$ cat config.mk
export PLATFORM = sky130hd
export DESIGN_NAME = pad_alternate_function_mux
export DESIGN_NICKNAME = d
export VERILOG_FILES = /design/src/logic/pad_mux_pkg.sv /design/src/logic/pad_alternate_function_mux.sv
export SDC_FILE = /design/constraint.sdc
export NUM_CORES = 2
export LEC_CHECK = 0
export CORE_AREA = 2 2 677 679
export DETAILED_ROUTE_END_ITERATION = 12
export DIE_AREA = 0 0 679 681
export DONT_BUFFER_PORTS = 1
export HOLD_SLACK_MARGIN = 0.05
export SYNTH_ARGS = -nofsm -noshare
export SYNTH_HDL_FRONTEND = slang
export SYNTH_SLANG_ARGS = --single-unit
$ cat constraint.sdc
create_clock -name pclk -period 4.7 [get_ports pclk]
set_input_delay 0.705 -clock pclk [delete_from_list [all_inputs] [get_ports pclk]]
set_output_delay 0.705 -clock pclk [all_outputs]
set_load 0.005 [all_outputs]
$ cat src/logic/pad_mux_pkg.sv
// pad multiplexer constants: pad count, register map, pad control layout, reset pad setup
// assumes a single 10 MHz system clock and an APB master with 12-bit byte addresses
package pad_mux_pkg;
  localparam int N_PADS = 149;
  localparam int N_PORTS = 10;
  localparam int PORT_W = 16;
  localparam int ADDR_W = 12;
  localparam int DATA_W = 32;

  // register regions, selected by paddr[11:10]; word index in paddr[9:2]
  localparam logic [1:0] REGION_PAD_CFG = 2'h0;
  localparam logic [1:0] REGION_GPIO_OUT = 2'h1;
  localparam logic [1:0] REGION_GPIO_IN = 2'h2;
  localparam logic [1:0] REGION_SRC_SEL = 2'h3;
  localparam int REGION_HI = 11;
  localparam int REGION_LO = 10;
  localparam int WORD_HI = 9;
  localparam int WORD_LO = 2;

  // pad_config_reg field positions
  localparam int PCR_NMI_BIT = 15;
  localparam int PCR_PA_LSB = 10;
  localparam int PCR_OBE_BIT = 9;
  localparam int PCR_IBE_BIT = 8;
  localparam int PCR_SLEW_BIT = 2;
  localparam int PCR_PULL_EN_BIT = 1;
  localparam int PCR_PULL_UP_BIT = 0;

  // alt_func_select codes
  localparam logic [1:0] AF_GPIO = 2'h0;
  localparam logic [1:0] AF_ONE = 2'h1;
  localparam logic [1:0] AF_TWO = 2'h2;

  // pads that carry the test port after reset
  localparam int TDI_PAD = 32;
  localparam int TDO_PAD = 33;
  localparam int TCK_PAD = 121;
  localparam int TMS_PAD = 122;

  // peripheral inputs picked from several candidate pads
  localparam int N_SRC = 4;
  localparam int N_CAND = 4;
  localparam int SRC_PAD [N_SRC][N_CAND] = '{'{73, 89, 95, 97}, '{75, 91, 93, 105},
                                             '{112, 139, 142, 145}, '{101, 106, 129, 131}};

  // wakeup-capable pads, and which of them may end standby
  localparam int N_WAKE = 11;
  localparam int WAKE_PAD [N_WAKE] = '{73, 75, 89, 91, 93, 99, 101, 103, 105, 129, 131};
  localparam logic [N_WAKE-1:0] WAKE_STANDBY_OK = 11'h7FC;

  // pad whose input reaches the boot-assist code
  localparam int BOOT_PAD = 91;

  typedef struct packed {
    logic nmi_en;
    logic [1:0] alt_func_select;
    logic output_buffer_enable;
    logic input_buffer_enable;
    logic slew_fast;
    logic pull_en;
    logic pull_up;
  } pad_cfg_t;

  function automatic pad_cfg_t pad_reset_cfg(input int idx);
    pad_cfg_t c;
    c = '0;
    if (idx == TCK_PAD || idx == TMS_PAD || idx == TDI_PAD) begin
      c.alt_func_select = AF_TWO;
      c.input_buffer_enable = 1'b1;
      c.pull_en = 1'b1;
      c.pull_up = 1'b1;
    end
    if (idx == TDO_PAD) begin
      c.alt_func_select = AF_TWO;
      c.output_buffer_enable = 1'b1;
    end
    return c;
  endfunction : pad_reset_cfg
endpackage : pad_mux_pkg

$ cat src/logic/pad_alternate_function_mux.sv
// pad alternate function multiplexer with APB pad control registers
// assumes peripherals run on pclk; pad inputs are asynchronous and are synchronised here
//
// Contract
// - select code 00 gives function 0, 01 function 1, 10 and 11 function 2.
// - input functions of a pad need its input buffer enable set, whatever the select.
// - each pad input fans out to all users; shared inputs pick a pad by select field.
// - reset pad setup holds during reset and afterwards until software changes it.
// - after reset every pad is a tristate general-purpose pin except four test pads.
// - after reset test clock and mode pads are inputs with weak pull-ups.
// - after reset two more pads carry test data in and test data out.
// - with interrupt input selected on a pad, its function select is ignored.
// - test data out pad resets in function 2 with output enable preset, unused there.
// - switching test data out pad to select 0 makes it drive at once.
// - test data out pad resets to the slow slew setting, slew_fast clear.
// - every wakeup-capable pad also serves as an external interrupt source.
// - boot-only pad functions are given only while boot-assist code runs.
// - some wakeup pads cannot end standby but still wake from other modes.
module pad_alternate_function_mux
  import pad_mux_pkg::*;
(
  // apb slave
  input wire logic pclk,
  input wire logic presetn,
  input wire logic psel,
  input wire logic penable,
  input wire logic pwrite,
  input wire logic [pad_mux_pkg::ADDR_W-1:0] paddr,
  input wire logic [pad_mux_pkg::DATA_W-1:0] pwdata,
  output logic [pad_mux_pkg::DATA_W-1:0] prdata,
  output logic pready,
  output logic pslverr,
  // package pads
  input wire logic [pad_mux_pkg::N_PADS-1:0] pad_in,
  output logic [pad_mux_pkg::N_PADS-1:0] pad_out,
  output logic [pad_mux_pkg::N_PADS-1:0] pad_oe,
  output logic [pad_mux_pkg::N_PADS-1:0] pad_pull_en,
  output logic [pad_mux_pkg::N_PADS-1:0] pad_pull_up,
  output logic [pad_mux_pkg::N_PADS-1:0] pad_slew_fast,
  // peripheral side
  input wire logic [pad_mux_pkg::N_PADS-1:0] af1_out,
  input wire logic [pad_mux_pkg::N_PADS-1:0] af1_oe,
  input wire logic [pad_mux_pkg::N_PADS-1:0] af2_out,
  input wire logic [pad_mux_pkg::N_PADS-1:0] af2_oe,
  output logic [pad_mux_pkg::N_PADS-1:0] periph_in,
  output logic [pad_mux_pkg::N_SRC-1:0] src_in,
  output logic nmi_request,
  output logic [pad_mux_pkg::N_WAKE-1:0] wakeup_req,
  output logic [pad_mux_pkg::N_WAKE-1:0] ext_irq,
  output logic boot_rx,
  // system mode
  input wire logic standby_mode,
  input wire logic boot_active
);
  import pad_mux_pkg::*;

  typedef struct packed {
    pad_cfg_t [N_PADS-1:0] cfg;
    logic [N_PADS-1:0] gpio_do;
    logic [N_PADS-1:0] sync1;
    logic [N_PADS-1:0] sync2;
    logic [N_PADS-1:0] pad_do;
    logic [N_PADS-1:0] pad_oe;
    logic [N_PADS-1:0] periph_in;
    logic [N_SRC-1:0][1:0] src_sel;
    logic [N_SRC-1:0] src_in;
    logic nmi;
    logic [N_WAKE-1:0] wake;
    logic [N_WAKE-1:0] eirq;
    logic boot_rx;
    logic [DATA_W-1:0] prdata;
    logic pready;
    logic pslverr;
  } state_t;

  function automatic state_t init_state();
    state_t s;
    s = '0;
    for (int i = 0; i < N_PADS; i++) begin
      s.cfg[i] = pad_reset_cfg(i);
    end
    return s;
  endfunction : init_state

  localparam state_t ST_RST = init_state();

  state_t st_reg;
  state_t st_next;

  // code 11 falls through to function 2
  function automatic logic af_pick(input logic [1:0] sel, input logic f0, input logic f1, input logic f2);
    case (sel)
      AF_GPIO: af_pick = f0;
      AF_ONE: af_pick = f1;
      default: af_pick = f2;
    endcase
  endfunction : af_pick

  function automatic logic [DATA_W-1:0] cfg_to_word(input pad_cfg_t c);
    logic [DATA_W-1:0] w;
    w = '0;
    w[PCR_NMI_BIT] = c.nmi_en;
    w[PCR_PA_LSB +: 2] = c.alt_func_select;
    w[PCR_OBE_BIT] = c.output_buffer_enable;
    w[PCR_IBE_BIT] = c.input_buffer_enable;
    w[PCR_SLEW_BIT] = c.slew_fast;
    w[PCR_PULL_EN_BIT] = c.pull_en;
    w[PCR_PULL_UP_BIT] = c.pull_up;
    return w;
  endfunction : cfg_to_word

  function automatic pad_cfg_t word_to_cfg(input logic [DATA_W-1:0] w);
    pad_cfg_t c;
    c.nmi_en = w[PCR_NMI_BIT];
    c.alt_func_select = w[PCR_PA_LSB +: 2];
    c.output_buffer_enable = w[PCR_OBE_BIT];
    c.input_buffer_enable = w[PCR_IBE_BIT];
    c.slew_fast = w[PCR_SLEW_BIT];
    c.pull_en = w[PCR_PULL_EN_BIT];
    c.pull_up = w[PCR_PULL_UP_BIT];
    return c;
  endfunction : word_to_cfg

  // bits past the last pad read as zero
  function automatic logic [DATA_W-1:0] port_word(input logic [N_PADS-1:0] v, input int p);
    logic [DATA_W-1:0] w;
    w = '0;
    for (int b = 0; b < PORT_W; b++) begin
      if (p * PORT_W + b < N_PADS) begin
        w[b] = v[p * PORT_W + b];
      end
    end
    return w;
  endfunction : port_word

  function automatic logic addr_ok(input logic [ADDR_W-1:0] a);
    int word;
    word = int'(a[WORD_HI:WORD_LO]);
    case (a[REGION_HI:REGION_LO])
      REGION_PAD_CFG: addr_ok = word < N_PADS;
      REGION_GPIO_OUT, REGION_GPIO_IN: addr_ok = word < N_PORTS;
      REGION_SRC_SEL: addr_ok = word == 0;
      default: addr_ok = 1'b0;
    endcase
  endfunction : addr_ok

  always_comb begin
    int word;
    logic [N_PADS-1:0] nmi_hit;
    logic lvl;
    word = int'(paddr[WORD_HI:WORD_LO]);
    nmi_hit = '0;
    lvl = 1'b0;
    st_next = st_reg;
    // first stage feeds only the second
    st_next.sync1 = pad_in;
    st_next.sync2 = st_reg.sync1;
    for (int i = 0; i < N_PADS; i++) begin
      st_next.periph_in[i] = st_reg.sync2[i] & st_reg.cfg[i].input_buffer_enable;
      nmi_hit[i] = st_reg.periph_in[i] & st_reg.cfg[i].nmi_en;
      st_next.pad_do[i] = af_pick(st_reg.cfg[i].alt_func_select, st_reg.gpio_do[i],
                                  af1_out[i], af2_out[i]);
      // output enable only matters in function 0, so the preset on the test data out pad is idle there
      st_next.pad_oe[i] = af_pick(st_reg.cfg[i].alt_func_select, st_reg.cfg[i].output_buffer_enable,
                                  af1_oe[i], af2_oe[i]) & ~st_reg.cfg[i].nmi_en;
    end
    st_next.nmi = |nmi_hit;
    for (int s = 0; s < N_SRC; s++) begin
      st_next.src_in[s] = st_reg.periph_in[SRC_PAD[s][st_reg.src_sel[s]]];
    end
    for (int w = 0; w < N_WAKE; w++) begin
      lvl = st_reg.periph_in[WAKE_PAD[w]];
      st_next.eirq[w] = lvl;
      st_next.wake[w] = lvl & (~standby_mode | WAKE_STANDBY_OK[w]);
    end
    st_next.boot_rx = st_reg.periph_in[BOOT_PAD] & boot_active;
    // no wait state: answer registered in the setup cycle, ready in the first access cycle
    st_next.pready = psel & ~penable;
    st_next.pslverr = 1'b0;
    if (psel && !penable) begin
      st_next.pslverr = ~addr_ok(paddr);
      st_next.prdata = '0;
      if (addr_ok(paddr)) begin
        case (paddr[REGION_HI:REGION_LO])
          REGION_PAD_CFG: st_next.prdata = cfg_to_word(st_reg.cfg[word]);
          REGION_GPIO_OUT: st_next.prdata = port_word(st_reg.gpio_do, word);
          REGION_GPIO_IN: st_next.prdata = port_word(st_reg.sync2, word);
          default: st_next.prdata = DATA_W'(st_reg.src_sel);
        endcase
      end
    end else if (psel && penable && st_reg.pready) begin
      st_next.pslverr = st_reg.pslverr;
    end
    // writes take effect at the completing edge; gpio input words are read-only
    if (psel && penable && st_reg.pready && pwrite && !st_reg.pslverr) begin
      case (paddr[REGION_HI:REGION_LO])
        REGION_PAD_CFG: st_next.cfg[word] = word_to_cfg(pwdata);
        REGION_GPIO_OUT: begin
          for (int b = 0; b < PORT_W; b++) begin
            if (word * PORT_W + b < N_PADS) begin
              st_next.gpio_do[word * PORT_W + b] = pwdata[b];
            end
          end
        end
        REGION_SRC_SEL: st_next.src_sel = pwdata[2*N_SRC-1:0];
        default: st_next.gpio_do = st_reg.gpio_do;
      endcase
    end
  end

  always_ff @(posedge pclk or negedge presetn) begin
    if (!presetn) begin
      st_reg <= ST_RST;
    end else begin
      st_reg <= st_next;
    end
  end

  always_comb begin
    for (int i = 0; i < N_PADS; i++) begin
      pad_pull_en[i] = st_reg.cfg[i].pull_en;
      pad_pull_up[i] = st_reg.cfg[i].pull_up;
      pad_slew_fast[i] = st_reg.cfg[i].slew_fast;
    end
  end

  assign prdata = st_reg.prdata;
  assign pready = st_reg.pready;
  assign pslverr = st_reg.pslverr;
  assign pad_out = st_reg.pad_do;
  assign pad_oe = st_reg.pad_oe;
  assign periph_in = st_reg.periph_in;
  assign src_in = st_reg.src_in;
  assign nmi_request = st_reg.nmi;
  assign wakeup_req = st_reg.wake;
  assign ext_irq = st_reg.eirq;
  assign boot_rx = st_reg.boot_rx;

  localparam int PROBE = 17;
  localparam logic [ADDR_W-1:0] PROBE_ADDR = 12'h044;
endmodule : pad_alternate_function_mux

==> Word-level counts from Yosys, hierarchy flattened <==
Cells that the tools add are included.
W data, S select, Z words.
{ "word_totals": {"register_bits": 2156, "latchBits": 0, "ramBits": 0, "rom_bits": 0, "word_cells": 2629, "mem_count": 0} }
{ "op_classes": {"n_addsub": 15, "multipliers": 0, "div": 0, "order_cmp": 60, "n_eq_ne": 153, "shifts": 0, "n_mux": 553, "bitwise_logic": 607, "n_reduce_logical": 180} }
{ "ops": {"columns": ["cell", "n"], "rows": [
  ["$mux W149", 46],
  ["$bwmux W149", 16],
  ["$bwmux W1192", 1],
  ["$pmux W1 S2", 298],
  ["$lt A32 B9 Y1 const B", 15],
  ["$and A1 B1 Y1", 451],
  ["$eq A2 B1 Y1 const B", 150],
  ["$logic_not A2 Y1", 150],
  ["$bmux W1 S8", 34],
  ["$bmux W32 S2", 4],
  ["$mux W32", 8],
  ["$ge A13 B1 Y1 const B", 15],
  ["$lt A13 B9 Y1 const B", 15],
  ["$not A1 Y1", 152],
  ["$reduce_or A149 Y1", 1],
  ["$lt A32 B10 Y1 const B", 4],
  ["$mux W1", 121],
  ["$demux W1 S8", 15],
  ["$add A12 B4 Y13 const B", 8],
  ["$bmux W8 S8", 1],
  ["$demux W8 S8", 1],
  ["$add A12 B3 Y13 const B", 4],
  ["$pmux W16 S3", 1],
  ["$add A12 B2 Y13 const B", 2],
  ["other kinds (22)", 55]
]} }

==> Depth between registers and ports, before layout <==
{ "logic_depth": {"ltp_word": 66, "depth_mapped": 13} }

==> Worst setup path before layout <==
OpenSTA, ideal clock, no wires.
{ "synth_timing": {"path_type": "input port to flip-flop", "from": "input port paddr[2] (netlist bit)", "to": "register st_reg (netlist bit prdata[1])", "arrival_time_ps": 2667, "path_slack_ps": 1884, "stages": 11, "path_buffers": 4, "path_cell_list": "buf_6 > clkbuf_4 > buf_4 > buf_4 > mux4_2 > a22oi_1 > nand2_1 > a21oi_1 > nand2_1 > o2111ai_1 > o2111ai_1"} }
{ "synth_between": {"elab_chain_cells": 7, "elab_cells_between_ends": 19, "cone_classes": "add/sub (1); order compare (3); mux (14); reduce/logical (1)"} }
{ "synth_lines": {"columns": ["element", "line_no", "text"], "rows": [
  ["start: declaration", "pad_alternate_function_mux.sv:28", "input wire logic [pad_mux_pkg::ADDR_W-1:0] paddr,"],
  ["$add A12 B1 Y13", "pad_alternate_function_mux.sv:129, pad_alternate_function_mux.sv:130", null],
  ["$bmux W1 S8", "pad_alternate_function_mux.sv:130", "w[b] = v[p * PORT_W + b];"],
  ["$mux W1 (implied by the code) (2 in series)", "pad_alternate_function_mux.sv:130", null],
  ["$mux W1", "pad_alternate_function_mux.sv:129", "if (p * PORT_W + b < N_PADS) begin"],
  ["$pmux W16 S3", "pad_alternate_function_mux.sv:184", "case (paddr[REGION_HI:REGION_LO])"],
  ["$mux W16 (*)", "pad_alternate_function_mux.sv:183", "if (addr_ok(paddr)) begin"],
  ["end signal: assignment", "pad_alternate_function_mux.sv:215", "st_reg <= st_next;"],
  ["end: declaration", "pad_alternate_function_mux.sv:87", "state_t st_reg;"]
]} }
Every way passes the cells marked *; elsewhere a longest branch is shown, timed or not. The select of a mux whose other input is x is not followed.
A chain may end at the register's enable or synchronous reset.

==> Worst setup path after layout <==
{ "layout_timing": {"from": "input port paddr[3] (netlist bit)", "to": "register st_reg (netlist bit prdata[10])"} }
{ "layout_between": {"elab_chain_cells": 7, "elab_cells_between_ends": 19, "cone_classes": "add/sub (1); order compare (3); mux (14); reduce/logical (1)"} }
{ "layout_lines": {"columns": ["element", "line_no"], "rows": [
  ["$add A12 B4 Y13", "pad_alternate_function_mux.sv:129, pad_alternate_function_mux.sv:130"],
  ["$bmux W1 S8", "pad_alternate_function_mux.sv:130"],
  ["$mux W1 (implied by the code) (2 in series)", "pad_alternate_function_mux.sv:130"],
  ["$mux W1", "pad_alternate_function_mux.sv:129"],
  ["$pmux W16 S3", "pad_alternate_function_mux.sv:184"],
  ["$mux W16 (*)", "pad_alternate_function_mux.sv:183"]
]} }
Marks and branches as above.

==> results.toml <==
[synth]
synth_area_um2 = 98900
synth_seq_area_share_pct = 54.0
synth_flop_cell = "dfrtp_1"
synth_top_area_share_pct = 53.6
synth_cell_types = 77
synth-warning-count = 0
synthCells = 7262
ys_top_cells_by_area = "dfrtp_1, mux2_2, mux4_2"
synth_edf_count = 0
yosys.area.top_type = "dfrtp_1"
ys_ff_latch = 2131
synth.avg_cell_area_um2 = 13.6
async_flop_share_pct = 100

[grt]
grt.overflow.total = 0
grt_max_degree = 319
grt_pass1_wl_um = 839000
antenna_found_initial = 323
grt_pass1_vias = 65859
grt_usage_pct = 28.8

[timing]
fmax_mhz = 232
fin_crit_ps = 4310
max_slew_margin_pct = 14.9
fin_setup_tns_ps = 0
period_share_pct = 91.7
setup_viol = 0
maxSlewViolCount = 0
fin_skew_ps = 66.6
rsz0062_at_grt = "false"
final_hold_viol_count = 0
worst_pin_slew_ps = 1270

[floorplanning]
num_rows = 248
io_pins = 1752
initial_core_util_pct = 21.7
core_um2 = 455000
die_x_um = 679
die_h_um = 681
die-area_um2 = 462000

[worst_setup_path]
cp_cell_sequence = "buf_16, buf_16, and2_2, a221oi_1, o21ai_0, o211ai_1, or4_1, a211o_1"
crit_path_max_incr_delay_ps = 860
crit_top_cell = "buf_16"
endpoint_kind = "flip-flop"
critPathSlowestCell = "and2_2"
path_buf_inv = 2
arrival_ps = 5220
startpoint_type = "input port"
cp_max_fo = 122
required_ps = 5610
cp_top_family = "simple AND/OR/NAND/NOR gates"
crit_type = "in -> reg"

[route]
routedWlPerCell_um = 50.2
first_iter_violations = 8491
drtAntennaViolNets = 0
wl_um = 687000
routed-via-count = 69075
via_per_inst = 5.04
drc = 0
drt_pre_antenna_iters = 6

[final_layout]
multiInputGateArea_um2 = 36900
fillers = 46893
final_core_util_pct = 25.9
seq_area_um2 = 53300
final_cell_mix = "dfrtp_1, mux2_2, dlygate4sd3_1, mux2i_1, nor2_1"
layout-drive-gt1-share_pct = 35.1
final_nets = 8144
layout_commonest_cell = "dfrtp_1"
syn_to_final_growth_pct = 18.9
largest_reg_flops = 1051

[clocking]
cts_max_path_buffers = 4
cts_tree = "built"
root_buffer = "clkbuf_16"
htree_levels = 5
path_clk_slew_ps = 60
clkLatencyLatePin_ps = 1030
postCtsSetupBuffers = 0
cts_made_buffers = 266
cts.sinks = 2131

[pwr]
power.total_w = 0.0424
power.leakage_nw = 52.2
vdd.ir_drop.worst_mv = 0.292
power_density_nw_per_um2 = 361

[place]
place_hpwl_um = 547000
io_buffers = 0
gp_congestion = 0.965

[run]
maxCapViolations = 0

[status]
run_status = "finished, final reports clean"

[min_path]
hp-class = "in -> reg"
[synth_stat cells (7+ instances only)]
library cell,count
o211ai_1,20
nor3_1,12
and2_1,156
inv_1,15
buf_6,27
dfstp_2,14
ha_1,13
nor2_4,41
a21oi_1,192
buf_2,57
mux4_2,344
a221oi_1,40
nor2_1,360
mux2i_1,384
a31oi_1,9
nand4_1,17
buf_1,17
o2111ai_1,7
nor2_2,97
clkbuf_1,184
buf_4,979
o31ai_1,10
nand2_1,259
nand3_1,36
a211oi_1,11
o21ai_0,199
dfrtp_1,2117
a22oi_1,134
mux2_2,1357
nor2b_1,15
a22o_1,43
[worst reg2reg max path, stage by stage, from the launching register on]
cell     delay (ps)
dfrtp_1         650
nor2_1          220
buf_4           190
nand2_1         160
buf_4           210
nor3_2          410
nand2_1         600
buf_4           420
nor2_2          670
mux2_2          420
[repair_timing]
item | in CTS | in global routing
hold buffers | 747 | 2
setup endpoints to repair | 0 | 0
endpoints found under the hold margin | 1007 | 2
gates resized for setup | 0 | 0
[final cells by class]
type | instances | area share, %
Antenna cell | 146 | 0.311
Sequential cell | 2131 | 45.4
Tap cell | 6000 | 6.38
Inverter | 17 | 0.0585
Clock buffer | 378 | 6.60
Clock inverter | 103 | 1.04
Timing Repair Buffer | 1060 | 8.90
Multi-Input combinational cell | 3859 | 31.4
[cells by family (layout without fill, tap and decap cells)]
group                      Yosys count  count (layout)  share of synthesized area [%]
AOI/OAI and AO/OA                  716             716                           4.58
adders and majority gates           13              13                          0.165
buffers and inverters             1287            1558                           8.95
DFF                               2131            2131                           54.0
muxes                             2086            2086                           27.2
other                                1             162                        0.00379
and+or+nand+nor                   1028            1028                           5.16
[final timing paths]
kind,endpoint,cells past startpoint,slack (ps),start
setup / recovery,prdata[10],8,390,paddr[3]
hold / removal,pad_out[68],2,30,af2_out[68]
setup reg to reg,st_reg[1034],9,580,pslverr
hold reg to reg,st_reg[586],0,310,st_next[586]
max in group asynchronous,pad_pull_en[32],4,2860,presetn
min in group asynchronous,pad_slew_fast[126],2,360,presetn
[power by group]
| part | internal [W] | switching [W] |
|---|---|---|
| Sequential | 0.0185 | 0.000207 |
| Clock | 0.0125 | 0.00915 |
| Combinational | 0.000677 | 0.00139 |
[through the flow]
step                      hold WS (ps)  area (um^2)  setup WS [ps]  instances
after floorplan                    331        98900           1880       7277
after global placement             334       100000           -423      12316
after detailed placement           335       100000           -414      12316
after CTS                         50.0       117000            594      13544
after global routing              44.6       117000            456      13595
final                             28.3       118000            388      13694
[metal layers]
metal	share of wire (%)	GRT usage, %	up-vias
li1	-	-	25533
met1	35	32.2	36999
met2	45	45.2	4905
met3	13	13.7	1496
met4	6.8	15.7	142
met5	0.14	0	-
Power figures use the tool's default switching activity.
